<file path="config.mk">
export PLATFORM = sky130hd
export DESIGN_NAME = atrcs_regs
export DESIGN_NICKNAME = d
export VERILOG_FILES = /design/src/atrcs_pkg.sv /design/src/atrcs_retry_unit.sv /design/src/atrcs_regs.sv
export VERILOG_INCLUDE_DIRS = /design/src
export SDC_FILE = /design/constraint.sdc
export NUM_CORES = 1
export LEC_CHECK = 0
export BUFFER_PORTS_ARGS = -buffer_cell sky130_fd_sc_hd__buf_2
export CAP_MARGIN = 0
export CORE_ASPECT_RATIO = 1.75
export CORE_UTILIZATION = 37
export CTS_BUF_LIST = sky130_fd_sc_hd__clkbuf_4
export DETAILED_ROUTE_END_ITERATION = 8
export GPL_ROUTABILITY_DRIVEN = 0
export PLACE_DENSITY = 0.64
export RECOVER_POWER = 100
export SYNTH_ARGS = -nofsm -noshare
export SYNTH_HDL_FRONTEND = slang
export SYNTH_SLANG_ARGS = --single-unit
</file>
<file path="constraint.sdc">
create_clock -name i_clk_sys -period 2.6 [get_ports i_clk_sys]
set_input_delay 0.39 -clock i_clk_sys [delete_from_list [all_inputs] [get_ports i_clk_sys]]
set_output_delay 0.39 -clock i_clk_sys [all_outputs]
set_load 0.01 [all_outputs]
</file>
<file path="src/atrcs_defines.svh">
// Register offsets, field positions, reset values and codes for the retry and swap slice
`ifndef ATRCS_DEFINES_SVH
`define ATRCS_DEFINES_SVH
`define ATRCS_OFF_RETRY 8'h08
`define ATRCS_OFF_SWAP 8'h0c
`define ATRCS_OFF_CMP 8'h10
`define ATRCS_OFF_CTRL 8'h14
`define ATRCS_OFF_IRQ_STAT 8'h18
`define ATRCS_OFF_IRQ_MASK 8'h1c
`define ATRCS_OFF_ACK_STAT 8'h20
`define ATRCS_PHYS_HI 11
`define ATRCS_PHYS_LO 8
`define ATRCS_TXRSP_HI 7
`define ATRCS_TXRSP_LO 4
`define ATRCS_TXREQ_HI 3
`define ATRCS_TXREQ_LO 0
`define ATRCS_DONE_BIT 31
`define ATRCS_SEL_HI 1
`define ATRCS_SEL_LO 0
`define ATRCS_RETRY_RST 4'h0
`define ATRCS_SEL_RST 2'h0
`define ATRCS_ACK_COMPLETE 4'h1
`define ATRCS_ACK_BUSY_X 4'h4
`define ATRCS_ACK_BUSY_A 4'h5
`define ATRCS_ACK_BUSY_B 4'h6
`define ATRCS_ACK_DATA_ERR 4'hd
`define ATRCS_RESP_OKAY 2'b00
`define ATRCS_RESP_SLVERR 2'b10
`endif

</file>
<file path="src/atrcs_pkg.sv">
// Types shared by the retry and swap slice
package atrcs_pkg;
    typedef enum logic [1:0] {
        ATRCS_SEL_BUS_MANAGER_ID,
        ATRCS_SEL_BANDWIDTH_AVAIL,
        ATRCS_SEL_CHANNELS_HI,
        ATRCS_SEL_CHANNELS_LO
    } atrcs_sel_e;
    typedef logic [3:0] atrcs_ack_t;
endpackage

</file>
<file path="src/atrcs_retry_unit.sv">
// Retry sequencer for one asynchronous transmit unit
`timescale 1ns/1ps
`include "atrcs_defines.svh"
module atrcs_retry_unit
    import atrcs_pkg::*;
#(
    parameter int CNT_W = 4
) (
    input wire logic i_clk_sys,
    input wire logic i_rst,
    input wire logic [CNT_W-1:0] i_retry_max,
    input wire logic i_start,
    input wire logic i_ack_valid,
    input wire atrcs_ack_t i_ack_code,
    output logic o_send,
    output logic o_busy,
    output logic o_done,
    output atrcs_ack_t o_status
);
    if (CNT_W < 1 || CNT_W > 8) begin : g_cnt_w_check
        $error("CNT_W out of range");
    end

    typedef enum logic [1:0] {ST_IDLE, ST_WAIT, ST_RESEND} atrcs_ru_state_e;
    atrcs_ru_state_e state_q;
    logic [CNT_W-1:0] tries_q;
    logic [CNT_W-1:0] limit_q;
    atrcs_ack_t status_q;
    logic done_q;
    logic retryable;

    // Only busy acks and data errors earn another attempt
    assign retryable = (i_ack_code == `ATRCS_ACK_BUSY_X) || (i_ack_code == `ATRCS_ACK_BUSY_A)
        || (i_ack_code == `ATRCS_ACK_BUSY_B) || (i_ack_code == `ATRCS_ACK_DATA_ERR);

    always_ff @(posedge i_clk_sys) begin
        if (i_rst) begin
            state_q <= ST_IDLE;
            tries_q <= '0;
            limit_q <= '0;
            status_q <= '0;
            done_q <= 1'b0;
        end else begin
            done_q <= 1'b0;
            case (state_q)
                ST_IDLE: begin
                    if (i_start) begin
                        // Limit latched so a mid-packet rewrite cannot stretch it
                        limit_q <= i_retry_max;
                        tries_q <= '0;
                        state_q <= ST_WAIT;
                    end
                end
                ST_WAIT: begin
                    if (i_ack_valid) begin
                        if (retryable && tries_q < limit_q) begin
                            tries_q <= tries_q + 1'b1;
                            state_q <= ST_RESEND;
                        end else begin
                            status_q <= i_ack_code;
                            done_q <= 1'b1;
                            state_q <= ST_IDLE;
                        end
                    end
                end
                ST_RESEND: state_q <= ST_WAIT;
                default: state_q <= ST_IDLE;
            endcase
        end
    end

    assign o_send = (state_q == ST_RESEND) || (state_q == ST_IDLE && i_start);
    assign o_busy = (state_q != ST_IDLE);
    assign o_done = done_q;
    assign o_status = status_q;
endmodule

</file>
<file path="src/atrcs_regs.sv">
// Register slice: async transmit retry limits, compare-swap operands and control
//
// Overview of operation
// - Second-limit field, bits 31 to 29, always reads zero.
// - Cycle-limit field, bits 28 to 16, always reads zero.
// - Bits 15 to 12 of the retry register read zero.
// - Writable four-bit limit on physical response retransmissions.
// - Writable four-bit limit on transmit response unit retries.
// - Writable four-bit limit on transmit DMA request unit retries.
// - Retry only on busy or data-error ack, never beyond the limit.
// - Swap operand is stored into the resource only on a compare match.
// - Compare operand is checked for equality against the selected resource.
// - Done flag sets on compare-swap finish, clears on control write.
// - Two-bit select picks bus manager, bandwidth, channels high or low.
`timescale 1ns/1ps
`include "atrcs_defines.svh"
module atrcs_regs
    import atrcs_pkg::*;
#(
    parameter int ADDR_W = 8
) (
    input wire logic i_clk_sys,
    input wire logic i_rst,
    input wire logic [ADDR_W-1:0] i_awaddr,
    input wire logic i_awvalid,
    output logic o_awready,
    input wire logic [31:0] i_wdata,
    input wire logic [3:0] i_wstrb,
    input wire logic i_wvalid,
    output logic o_wready,
    output logic [1:0] o_bresp,
    output logic o_bvalid,
    input wire logic i_bready,
    input wire logic [ADDR_W-1:0] i_araddr,
    input wire logic i_arvalid,
    output logic o_arready,
    output logic [31:0] o_rdata,
    output logic [1:0] o_rresp,
    output logic o_rvalid,
    input wire logic i_rready,
    input wire logic [31:0] i_swap_data,
    input wire logic [31:0] i_compare_data,
    input wire logic i_swap_start,
    input wire logic [31:0] i_res_bus_manager_id,
    input wire logic [31:0] i_res_bandwidth_avail,
    input wire logic [31:0] i_res_channels_hi,
    input wire logic [31:0] i_res_channels_lo,
    output logic o_res_we,
    output atrcs_sel_e o_res_sel,
    output logic [31:0] o_res_wdata,
    input wire logic [2:0] i_unit_start,
    input wire logic [2:0] i_unit_ack_valid,
    input wire logic [11:0] i_unit_ack_code,
    output logic [2:0] o_unit_send,
    output logic [2:0] o_unit_busy,
    output logic o_irq
);
    if (ADDR_W < 6 || ADDR_W > 32) begin : g_addr_w_check
        $error("ADDR_W out of range");
    end

    logic [3:0] phys_response_retry_max_q;
    logic [3:0] tx_response_retry_max_q;
    logic [3:0] tx_request_retry_max_q;
    logic [31:0] swap_data_operand_q;
    logic [31:0] compare_operand_q;
    atrcs_sel_e swap_resource_select_q;
    logic swap_complete_flag_q;
    logic [3:0] irq_stat_q;
    logic [3:0] irq_mask_q;
    logic [31:0] res_wdata_q;
    logic res_we_q;
    logic [31:0] res_cur;
    logic [2:0] unit_done;
    atrcs_ack_t unit_status [3];
    logic [3:0] irq_events;

    // Write path: address and data latch independently in either order
    logic aw_have_q;
    logic w_have_q;
    logic [ADDR_W-1:0] aw_addr_q;
    logic [31:0] w_data_q;
    logic [3:0] w_strb_q;
    logic bvalid_q;
    logic [1:0] bresp_q;
    logic wr_go;
    logic wr_hit;
    logic [31:0] aw_addr_w;
    logic [31:0] ar_addr_w;
    // Zero-extended so the decode holds for any legal ADDR_W
    assign aw_addr_w = 32'(aw_addr_q);
    assign ar_addr_w = 32'(i_araddr);

    assign o_awready = !aw_have_q && !bvalid_q;
    assign o_wready = !w_have_q && !bvalid_q;
    assign wr_go = aw_have_q && w_have_q && !bvalid_q;

    always_ff @(posedge i_clk_sys) begin
        if (i_rst) begin
            aw_have_q <= 1'b0;
            w_have_q <= 1'b0;
            aw_addr_q <= '0;
            w_data_q <= '0;
            w_strb_q <= '0;
        end else begin
            if (i_awvalid && o_awready) begin
                aw_have_q <= 1'b1;
                aw_addr_q <= i_awaddr;
            end else if (wr_go) begin
                aw_have_q <= 1'b0;
            end
            if (i_wvalid && o_wready) begin
                w_have_q <= 1'b1;
                w_data_q <= i_wdata;
                w_strb_q <= i_wstrb;
            end else if (wr_go) begin
                w_have_q <= 1'b0;
            end
        end
    end

    always_comb begin
        case (aw_addr_w[7:0])
            `ATRCS_OFF_RETRY, `ATRCS_OFF_SWAP, `ATRCS_OFF_CMP, `ATRCS_OFF_CTRL,
            `ATRCS_OFF_IRQ_STAT, `ATRCS_OFF_IRQ_MASK, `ATRCS_OFF_ACK_STAT: wr_hit = 1'b1;
            default: wr_hit = 1'b0;
        endcase
        if (aw_addr_w[31:8] != '0) wr_hit = 1'b0;
    end

    always_ff @(posedge i_clk_sys) begin
        if (i_rst) begin
            bvalid_q <= 1'b0;
            bresp_q <= `ATRCS_RESP_OKAY;
        end else if (wr_go) begin
            bvalid_q <= 1'b1;
            bresp_q <= wr_hit ? `ATRCS_RESP_OKAY : `ATRCS_RESP_SLVERR;
        end else if (bvalid_q && i_bready) begin
            bvalid_q <= 1'b0;
        end
    end

    assign o_bvalid = bvalid_q;
    assign o_bresp = bresp_q;

    logic wr_retry;
    logic wr_ctrl;
    logic wr_stat;
    logic wr_mask;
    assign wr_retry = wr_go && wr_hit && aw_addr_w[7:0] == `ATRCS_OFF_RETRY;
    assign wr_ctrl = wr_go && wr_hit && aw_addr_w[7:0] == `ATRCS_OFF_CTRL;
    assign wr_stat = wr_go && wr_hit && aw_addr_w[7:0] == `ATRCS_OFF_IRQ_STAT;
    assign wr_mask = wr_go && wr_hit && aw_addr_w[7:0] == `ATRCS_OFF_IRQ_MASK;

    // Retry limits; upper bits of the word have no storage
    always_ff @(posedge i_clk_sys) begin
        if (i_rst) begin
            phys_response_retry_max_q <= `ATRCS_RETRY_RST;
            tx_response_retry_max_q <= `ATRCS_RETRY_RST;
            tx_request_retry_max_q <= `ATRCS_RETRY_RST;
        end else if (wr_retry) begin
            if (w_strb_q[1]) begin
                phys_response_retry_max_q <=
                    w_data_q[`ATRCS_PHYS_HI:`ATRCS_PHYS_LO];
            end
            if (w_strb_q[0]) begin
                tx_response_retry_max_q <= w_data_q[`ATRCS_TXRSP_HI:`ATRCS_TXRSP_LO];
                tx_request_retry_max_q <= w_data_q[`ATRCS_TXREQ_HI:`ATRCS_TXREQ_LO];
            end
        end
    end

    // Control: selector write; done cleared by any write, set wins
    always_ff @(posedge i_clk_sys) begin
        if (i_rst) begin
            swap_resource_select_q <= atrcs_sel_e'(`ATRCS_SEL_RST);
            swap_complete_flag_q <= 1'b1;
        end else begin
            if (wr_ctrl && w_strb_q[0]) begin
                swap_resource_select_q <=
                    atrcs_sel_e'(w_data_q[`ATRCS_SEL_HI:`ATRCS_SEL_LO]);
            end
            if (res_we_q) begin
                swap_complete_flag_q <= 1'b1;
            end else if (wr_ctrl) begin
                swap_complete_flag_q <= 1'b0;
            end
        end
    end

    // Operands are read-only to software; the swap engine loads them
    always_ff @(posedge i_clk_sys) begin
        if (i_rst) begin
            swap_data_operand_q <= '0;
            compare_operand_q <= '0;
        end else if (i_swap_start) begin
            swap_data_operand_q <= i_swap_data;
            compare_operand_q <= i_compare_data;
        end
    end

    always_comb begin
        case (swap_resource_select_q)
            ATRCS_SEL_BUS_MANAGER_ID: res_cur = i_res_bus_manager_id;
            ATRCS_SEL_BANDWIDTH_AVAIL: res_cur = i_res_bandwidth_avail;
            ATRCS_SEL_CHANNELS_HI: res_cur = i_res_channels_hi;
            ATRCS_SEL_CHANNELS_LO: res_cur = i_res_channels_lo;
            default: res_cur = i_res_bus_manager_id;
        endcase
    end

    // Compare step one cycle after operands land
    logic swap_pend_q;
    logic swap_hit_q;
    always_ff @(posedge i_clk_sys) begin
        if (i_rst) begin
            swap_pend_q <= 1'b0;
            res_we_q <= 1'b0;
            res_wdata_q <= '0;
            swap_hit_q <= 1'b0;
        end else begin
            swap_pend_q <= i_swap_start;
            res_we_q <= swap_pend_q;
            if (swap_pend_q) begin
                swap_hit_q <= (res_cur == compare_operand_q);
                res_wdata_q <= swap_data_operand_q;
            end
        end
    end

    // Write strobe only on a match; done still sets on a miss
    assign o_res_we = res_we_q && swap_hit_q;
    assign o_res_wdata = res_wdata_q;
    assign o_res_sel = swap_resource_select_q;

    genvar gi;
    generate
        for (gi = 0; gi < 3; gi++) begin : g_unit
            logic [3:0] lim;
            assign lim = (gi == 0) ? phys_response_retry_max_q :
                (gi == 1) ? tx_response_retry_max_q : tx_request_retry_max_q;
            atrcs_retry_unit #(
                .CNT_W(4)
            ) u_unit (
                .i_clk_sys(i_clk_sys),
                .i_rst(i_rst),
                .i_retry_max(lim),
                .i_start(i_unit_start[gi]),
                .i_ack_valid(i_unit_ack_valid[gi]),
                .i_ack_code(i_unit_ack_code[gi*4 +: 4]),
                .o_send(o_unit_send[gi]),
                .o_busy(o_unit_busy[gi]),
                .o_done(unit_done[gi]),
                .o_status(unit_status[gi])
            );
        end
    endgenerate

    // Events: bit 3 swap done, bits 2..0 unit completions
    assign irq_events = {res_we_q, unit_done};
    always_ff @(posedge i_clk_sys) begin
        if (i_rst) begin
            irq_stat_q <= '0;
            irq_mask_q <= '0;
        end else begin
            irq_stat_q <= irq_events | (irq_stat_q & ~(wr_stat ? w_data_q[3:0] : 4'h0));
            if (wr_mask) begin
                irq_mask_q <= w_data_q[3:0];
            end
        end
    end
    assign o_irq = |(irq_stat_q & irq_mask_q);

    // Read path
    logic rvalid_q;
    logic [31:0] rdata_q;
    logic [1:0] rresp_q;
    logic [31:0] rd_word;
    logic rd_hit;
    assign o_arready = !rvalid_q;

    always_comb begin
        rd_word = 32'h0;
        rd_hit = (ar_addr_w[31:8] == '0);
        case (ar_addr_w[7:0])
            `ATRCS_OFF_RETRY: begin
                // Dual-phase fields and bits 15..12 have no storage
                rd_word[`ATRCS_PHYS_HI:`ATRCS_PHYS_LO] = phys_response_retry_max_q;
                rd_word[`ATRCS_TXRSP_HI:`ATRCS_TXRSP_LO] = tx_response_retry_max_q;
                rd_word[`ATRCS_TXREQ_HI:`ATRCS_TXREQ_LO] = tx_request_retry_max_q;
            end
            `ATRCS_OFF_SWAP: rd_word = swap_data_operand_q;
            `ATRCS_OFF_CMP: rd_word = compare_operand_q;
            `ATRCS_OFF_CTRL: begin
                rd_word[`ATRCS_DONE_BIT] = swap_complete_flag_q;
                rd_word[`ATRCS_SEL_HI:`ATRCS_SEL_LO] = swap_resource_select_q;
            end
            `ATRCS_OFF_IRQ_STAT: rd_word[3:0] = irq_stat_q;
            `ATRCS_OFF_IRQ_MASK: rd_word[3:0] = irq_mask_q;
            `ATRCS_OFF_ACK_STAT: rd_word[11:0] = {unit_status[2], unit_status[1], unit_status[0]};
            default: rd_hit = 1'b0;
        endcase
    end

    always_ff @(posedge i_clk_sys) begin
        if (i_rst) begin
            rvalid_q <= 1'b0;
            rdata_q <= '0;
            rresp_q <= `ATRCS_RESP_OKAY;
        end else if (i_arvalid && o_arready) begin
            rvalid_q <= 1'b1;
            rdata_q <= rd_hit ? rd_word : 32'h0;
            rresp_q <= rd_hit ? `ATRCS_RESP_OKAY : `ATRCS_RESP_SLVERR;
        end else if (rvalid_q && i_rready) begin
            rvalid_q <= 1'b0;
        end
    end

    assign o_rvalid = rvalid_q;
    assign o_rdata = rdata_q;
    assign o_rresp = rresp_q;
endmodule

</file>
After elaboration in Yosys (flattened, before gate mapping):

Index checks and enable logic that the tools add are counted.

* output and inout bits: 83
* logic and storage cells: 221
* bits of input ports: 270
* register bits after elaboration: 229

* multiplexer cells: 46
* magnitude comparators: 3
* add/sub/neg operators: 3
* bitwise logic cells: 13
* reduce and logical (&&, ||, !) cells: 73
* eq/ne operators: 45

Operator list (count)
* 32-bit one-hot mux with 4 select lines: 1
* 8-bit by 5-bit equality test with 1-bit output, second input constant: 8
* 4-bit two-way mux: 10
* 19-bit one-hot mux with 2 select lines: 1
* 4-bit by 3-bit equality test with 1-bit output, second input constant: 9
* 32-bit equality test: 1
* 8-bit by 4-bit equality test with 1-bit output, second input constant: 4
* 32-bit two-way mux: 1
* 8-bit one-hot mux with 4 select lines: 1
* 4-bit one-hot mux with 2 select lines: 3
* 1-bit logical AND: 22
* 2-bit two-way mux: 11
* 2-bit nonzero test: 10
* 2-bit one-hot mux with 3 select lines: 3
* 8-bit by 6-bit equality test with 1-bit output, second input constant: 2
* 2-bit AND reduction: 8
* 2-bit one-hot mux with 7 select lines: 1
* 7-bit OR reduction: 2
* 4-bit by 1-bit adder with 4-bit output, second input constant: 3
* 4-bit equality test, second input constant: 3
* 1-bit logical OR: 12
* 4-bit < comparator: 3
* 1-bit two-way mux: 12
* 2-bit != test, second input constant: 6
* other kinds (16): 46

Logic depth before layout (Yosys ltp):

* depth in word-level cells: 9
* mapped depth: 9
* gate-level depth less buffers: 7

Cells and area by module:

Synthesis repeated with hierarchy kept, for this count alone.

* cell total of the unflattened synthesis: 1128
* area total of the unflattened synthesis: 10905.5 µm²

Modules (own cells, without submodules)
* atrcs_regs: sequential area each 3643.5 µm², cells each 858, instances 1, area an instance 8394.3 µm²
* atrcs_retry_unit: sequential area each 300.3 µm², cells each 90, instances 3, area an instance 837.1 µm²

Worst setup path after synthesis:

OpenSTA, ideal clock, no wires.

* path kind: reg2reg
* start: register swap_resource_select_q[0] (netlist: o_res_sel[0])
* end: register swap_hit_q
* slack: 0.631 ns
* cell stages (with the launch flop): 8
* clock period less this slack: 1.969 ns
* library setup time: 0.075 ns
* path buffers: 2
* arrival: 1.895 ns
* required time: 2.525 ns
* path through: dfxtp_1 -> buf_6 -> clkbuf_1 -> mux4_2 -> xor2_1 -> nor4_1 -> nand3_1 -> o22ai_2

* cells in the longest elaborated chain, start to end: 3
* elaborated cells between the ends (all ways): 6
* classes of those cells: 4 x eq/ne; 1 x mux; 1 x reduce/logical

Ends and longest elaborated chain
* start, declared: RTL line atrcs_regs.sv:67 `atrcs_sel_e swap_resource_select_q;`
* start signal, assigned: RTL line atrcs_regs.sv:176 `` swap_resource_select_q <= atrcs_sel_e'(`ATRCS_SEL_RST); ``
* start signal, assigned: RTL line atrcs_regs.sv:180 `swap_resource_select_q <=`
* 2-bit equality test (tied with other cells): RTL line atrcs_regs.sv:203 `case (swap_resource_select_q)`
* 32-bit one-hot mux with 4 select lines (*): RTL line atrcs_regs.sv:203
* 32-bit equality test (*): RTL line atrcs_regs.sv:225 `swap_hit_q <= (res_cur == compare_operand_q);`
* end signal, assigned: RTL line atrcs_regs.sv:225
* end, declared: RTL line atrcs_regs.sv:214 `logic swap_hit_q;`

Mark *: on every way between the ends. The rest lies on a longest branch, timed or not.
A chain may end at the register's enable or synchronous reset.

Final worst setup path:

Same ends and word-level chain as after synthesis.

==> key figures <==
Run status
  • Status: completed

STA
  • RSZ-0062 raised after global routing: false
  • Final Setup Violations: 0
  • Setup ws final: 0.130 ns
  • FMAX: 0.405 GHz
  • Final Hold Vio Count: 0
  • Hold Slack: 0.0722 ns
  • Slew HR: 0.0847
  • Setup_tns: 0 ns
  • Clk_skew: 0.0271 ns
  • Worst slew pin tran: 1.37 ns
  • Min cycle time layout: 2.47 ns
  • Fin crit share: 0.950
  • Fin. max-slew vios: 0

Power and ir drop
  • Peak supply drop: 0.247 mV
  • Pwr Density: 529 nW/um^2
  • Leak: 5.92 nW

Yosys
  • Synth unique cells: 58
  • Syn avg cell area: 9.40 sq um
  • Seq cells post-synth: 227
  • Post-synth EDFFs: 0
  • Top-area cell type share of the netlist area: 0.429
  • Ys Warns: 0
  • Simple-Gate Fraction of Synth Area: 0.158
  • Synth Area in Compound Gates: 0.125
  • Mux contribution to synthesized area: 0.202
  • Largest family of logic cells by synthesized area: multiplexers
  • Yosys top cell by area: dfxtp_1
  • Sequential cell area fraction in the yosys report: 0.429
  • Asr flop ratio synth: 0
  • Synth Instances: 1126
  • Main area contributors after synthesis: dfxtp_1 (43%), mux2i_1 (13%), nor2_1 (7.2%), mux4_2 (3.8%), a21oi_1 (3.8%)
  • Synth Area in Adders: 0.0142
  • Post-Synth XOR/XNOR Area: 0.0290
  • Main flop type after synthesis: dfxtp_1
  • Mapped cell area: 10600 sq um

Clocking
  • Clk buf depth: 3
  • H-tree Lvls: 2
  • Worst skew pair latency: 0.69 ns
  • TritonCTS clock tree: done
  • Setup bufs post-CTS: 0
  • Num CTS Buffers: 54
  • CTS root buf: clkbuf_4
  • Clock sinks: 227
  • Clock input transition at the sequential cells of the worst setup and hold paths: 0.07 ns

Final layout
  • Layout overhead on the synthesized area: 34.8%
  • Number of nets in the layout: 1858
  • Layout fillers: 2731
  • Share of cells above drive strength 1: 0.238
  • Commonest non-fill, non-tap cell in the layout: buf_2
  • Layout Cells excl Fill: 1990
  • Most frequent cells in the layout: buf_2 (245), dfxtp_1 (225), nor2_1 (205), mux2i_1 (133), dlygate4sd3_1 (118)

Floorplanning
  • Starting Density: 0.377
  • FP Rows: 81
  • Core area: 28100 sq um
  • Die Width: 130 microns
  • Boundary Pins: 353
  • Die height: 226 microns
  • Area of the die: 29300 sq um

Placement
  • Post-Place Cells: 1775
  • Hpwl dp: 26400 microns
  • Place WS: 0.173 ns
  • IO buf count: 328

Worst setup path
  • CP delay by family, top: multiplexers
  • CP max FO: 28
  • Crit path max-delay cell type: mux4_1
  • R2R Setup Slk: 0.13 ns
  • Worst path buffer plus inverter count: 2
  • Cell Chain, Critical Path: buf_12, mux4_1, xnor2_1, nand4_1, nor4_1, buf_4, nand3_1, o22ai_2
  • Worst R2R Path Depth: 8
  • Worst EP arrival: 3.07 ns
  • CP endpoint kind: flop
  • Startpoint Class: flop
  • Reg2reg end: swap_hit_q$_SDFFE_PP0P_
  • Crit path largest cell delay: 0.60 ns
  • Critical path class: flop to flop
  • WP data required: 3.20 ns
  • Reg-to-Reg Start: o_res_sel[0]$_SDFFE_PP0P_

GRT
  • First-pass GRT wire length: 53200 microns
  • Total grt overflow: 0
  • Initial antenna violation count: 4
  • Gr usage total: 0.243
  • Pin count of the biggest net entering global routing: 146
  • Vias in the first global route: 10100

Flow run
  • Max_cap viols: 0

Route
  • First DRT Iteration DRCs: 328
  • Post-DR vias/cell: 5.05
  • First-pass detailed-route iteration total: 6
  • Number of remaining DRC errors: 0
  • Avg WL per Cell: 18.2 microns
  • Final Routed Wirelength: 36100 microns
  • Vias: 10100
  • Final ANT Viol Nets: 0

Worst hold path
  • WHS Path Cells: 4
  • HP Class: input pin to flop
  • Hold Path End: g_unit[0].u_unit.state_q[0]$_SDFFE_PP0P_
  • Hold path startpoint: i_unit_ack_valid[0]
-- through the flow --
stage                      util  area (sq um)  power, W
after global placement    0.447         12600   0.00461
after floorplan               -         10600   0.00423
after CTS                 0.513         14400   0.00766
after global routing      0.508         14300   0.00790
final                     0.508         14300   0.00754
after detailed placement  0.447         12600   0.00463
-- what timing repair did --
action                                  CTS  global route
resized for setup                         0             0
endpoints found under the setup margin    0             0
hold buffers                            118             0
hold endpoints to repair                115             0
-- tightest hold or removal path, stage by stage --
cell and delay (ns):
buf_2 0.12, inv_1 0.05, a31oi_1 0.07, nor2_1 0.08
-- area by class of cell --
class	instances	area, sq um	area share
multi-input combinational	802	5590	0.392
sequential	227	4550	0.319
timing repair buffer	467	2900	0.203
clock buffer	76	571	0.0400
tap	373	467	0.0327
clock inverter	17	93.8	0.00658
inverter	24	90.1	0.00631
antenna	4	10.0	0.000702
-- routing by layer --
layer	track usage	vias up	wire (microns)
li1	-	4923	-
met1	0.232	4678	13000
met2	0.459	355	19100
met3	0.0410	101	1730
met4	0.171	2	2270
met5	0	-	13
-- where the power goes --
part | internal (W) | leakage (nW) | switching [W]
combinational | 0.000497 | 3.67 | 0.000461
sequential | 0.00360 | 1.85 | 0.000129
clock | 0.00144 | 0.401 | 0.00141
total | 0.00554 | 5.92 | 0.00200
-- logic make-up after synthesis --
family,after synthesis
and+or+nand+nor,377
DFF,227
AOI/OAI and AO/OA,207
muxes,169
buffers and inverters,98
xor gates and xnor gates,35
adders and majority gates,12
other,1
-- worst max-delay path by stage --
stage,startpoint,to,cells after the start
after floorplan,o_res_sel[0]$_SDFFE_PP0P_,swap_hit_q$_SDFFE_PP0P_,7
after global placement,o_res_sel[0]$_SDFFE_PP0P_,swap_hit_q$_SDFFE_PP0P_,8
after detailed placement,o_res_sel[0]$_SDFFE_PP0P_,swap_hit_q$_SDFFE_PP0P_,8
after CTS,o_res_sel[0]$_SDFFE_PP0P_,swap_hit_q$_SDFFE_PP0P_,8
after global routing,o_res_sel[0]$_SDFFE_PP0P_,swap_hit_q$_SDFFE_PP0P_,8
final,o_res_sel[0]$_SDFFE_PP0P_,swap_hit_q$_SDFFE_PP0P_,8
-- Yosys cell counts (all sizes together), types with 8 or more instances --
master / count
nor2b: 8
xor2: 16
a21oi: 80
clkbuf: 36
nor2: 205
mux2i: 133
a21boi: 10
o21ai: 31
a211oi: 10
a221oi: 10
dfxtp: 227
nor3: 12
nand3: 22
ha: 12
nand2: 69
xnor2: 19
and3: 12
nand4: 8
buf: 38
a22oi: 26
inv: 24
mux4: 31
a21o: 9
nand2b: 16
-- state kept, by name, indices dropped and copies added, names as in the netlist, 32 cells and up --
register	cells
o_rdata	32
compare_operand_q	32
o_res_wdata	32
swap_data_operand_q	32
Note: power is estimated with default switching activity, not from simulation.
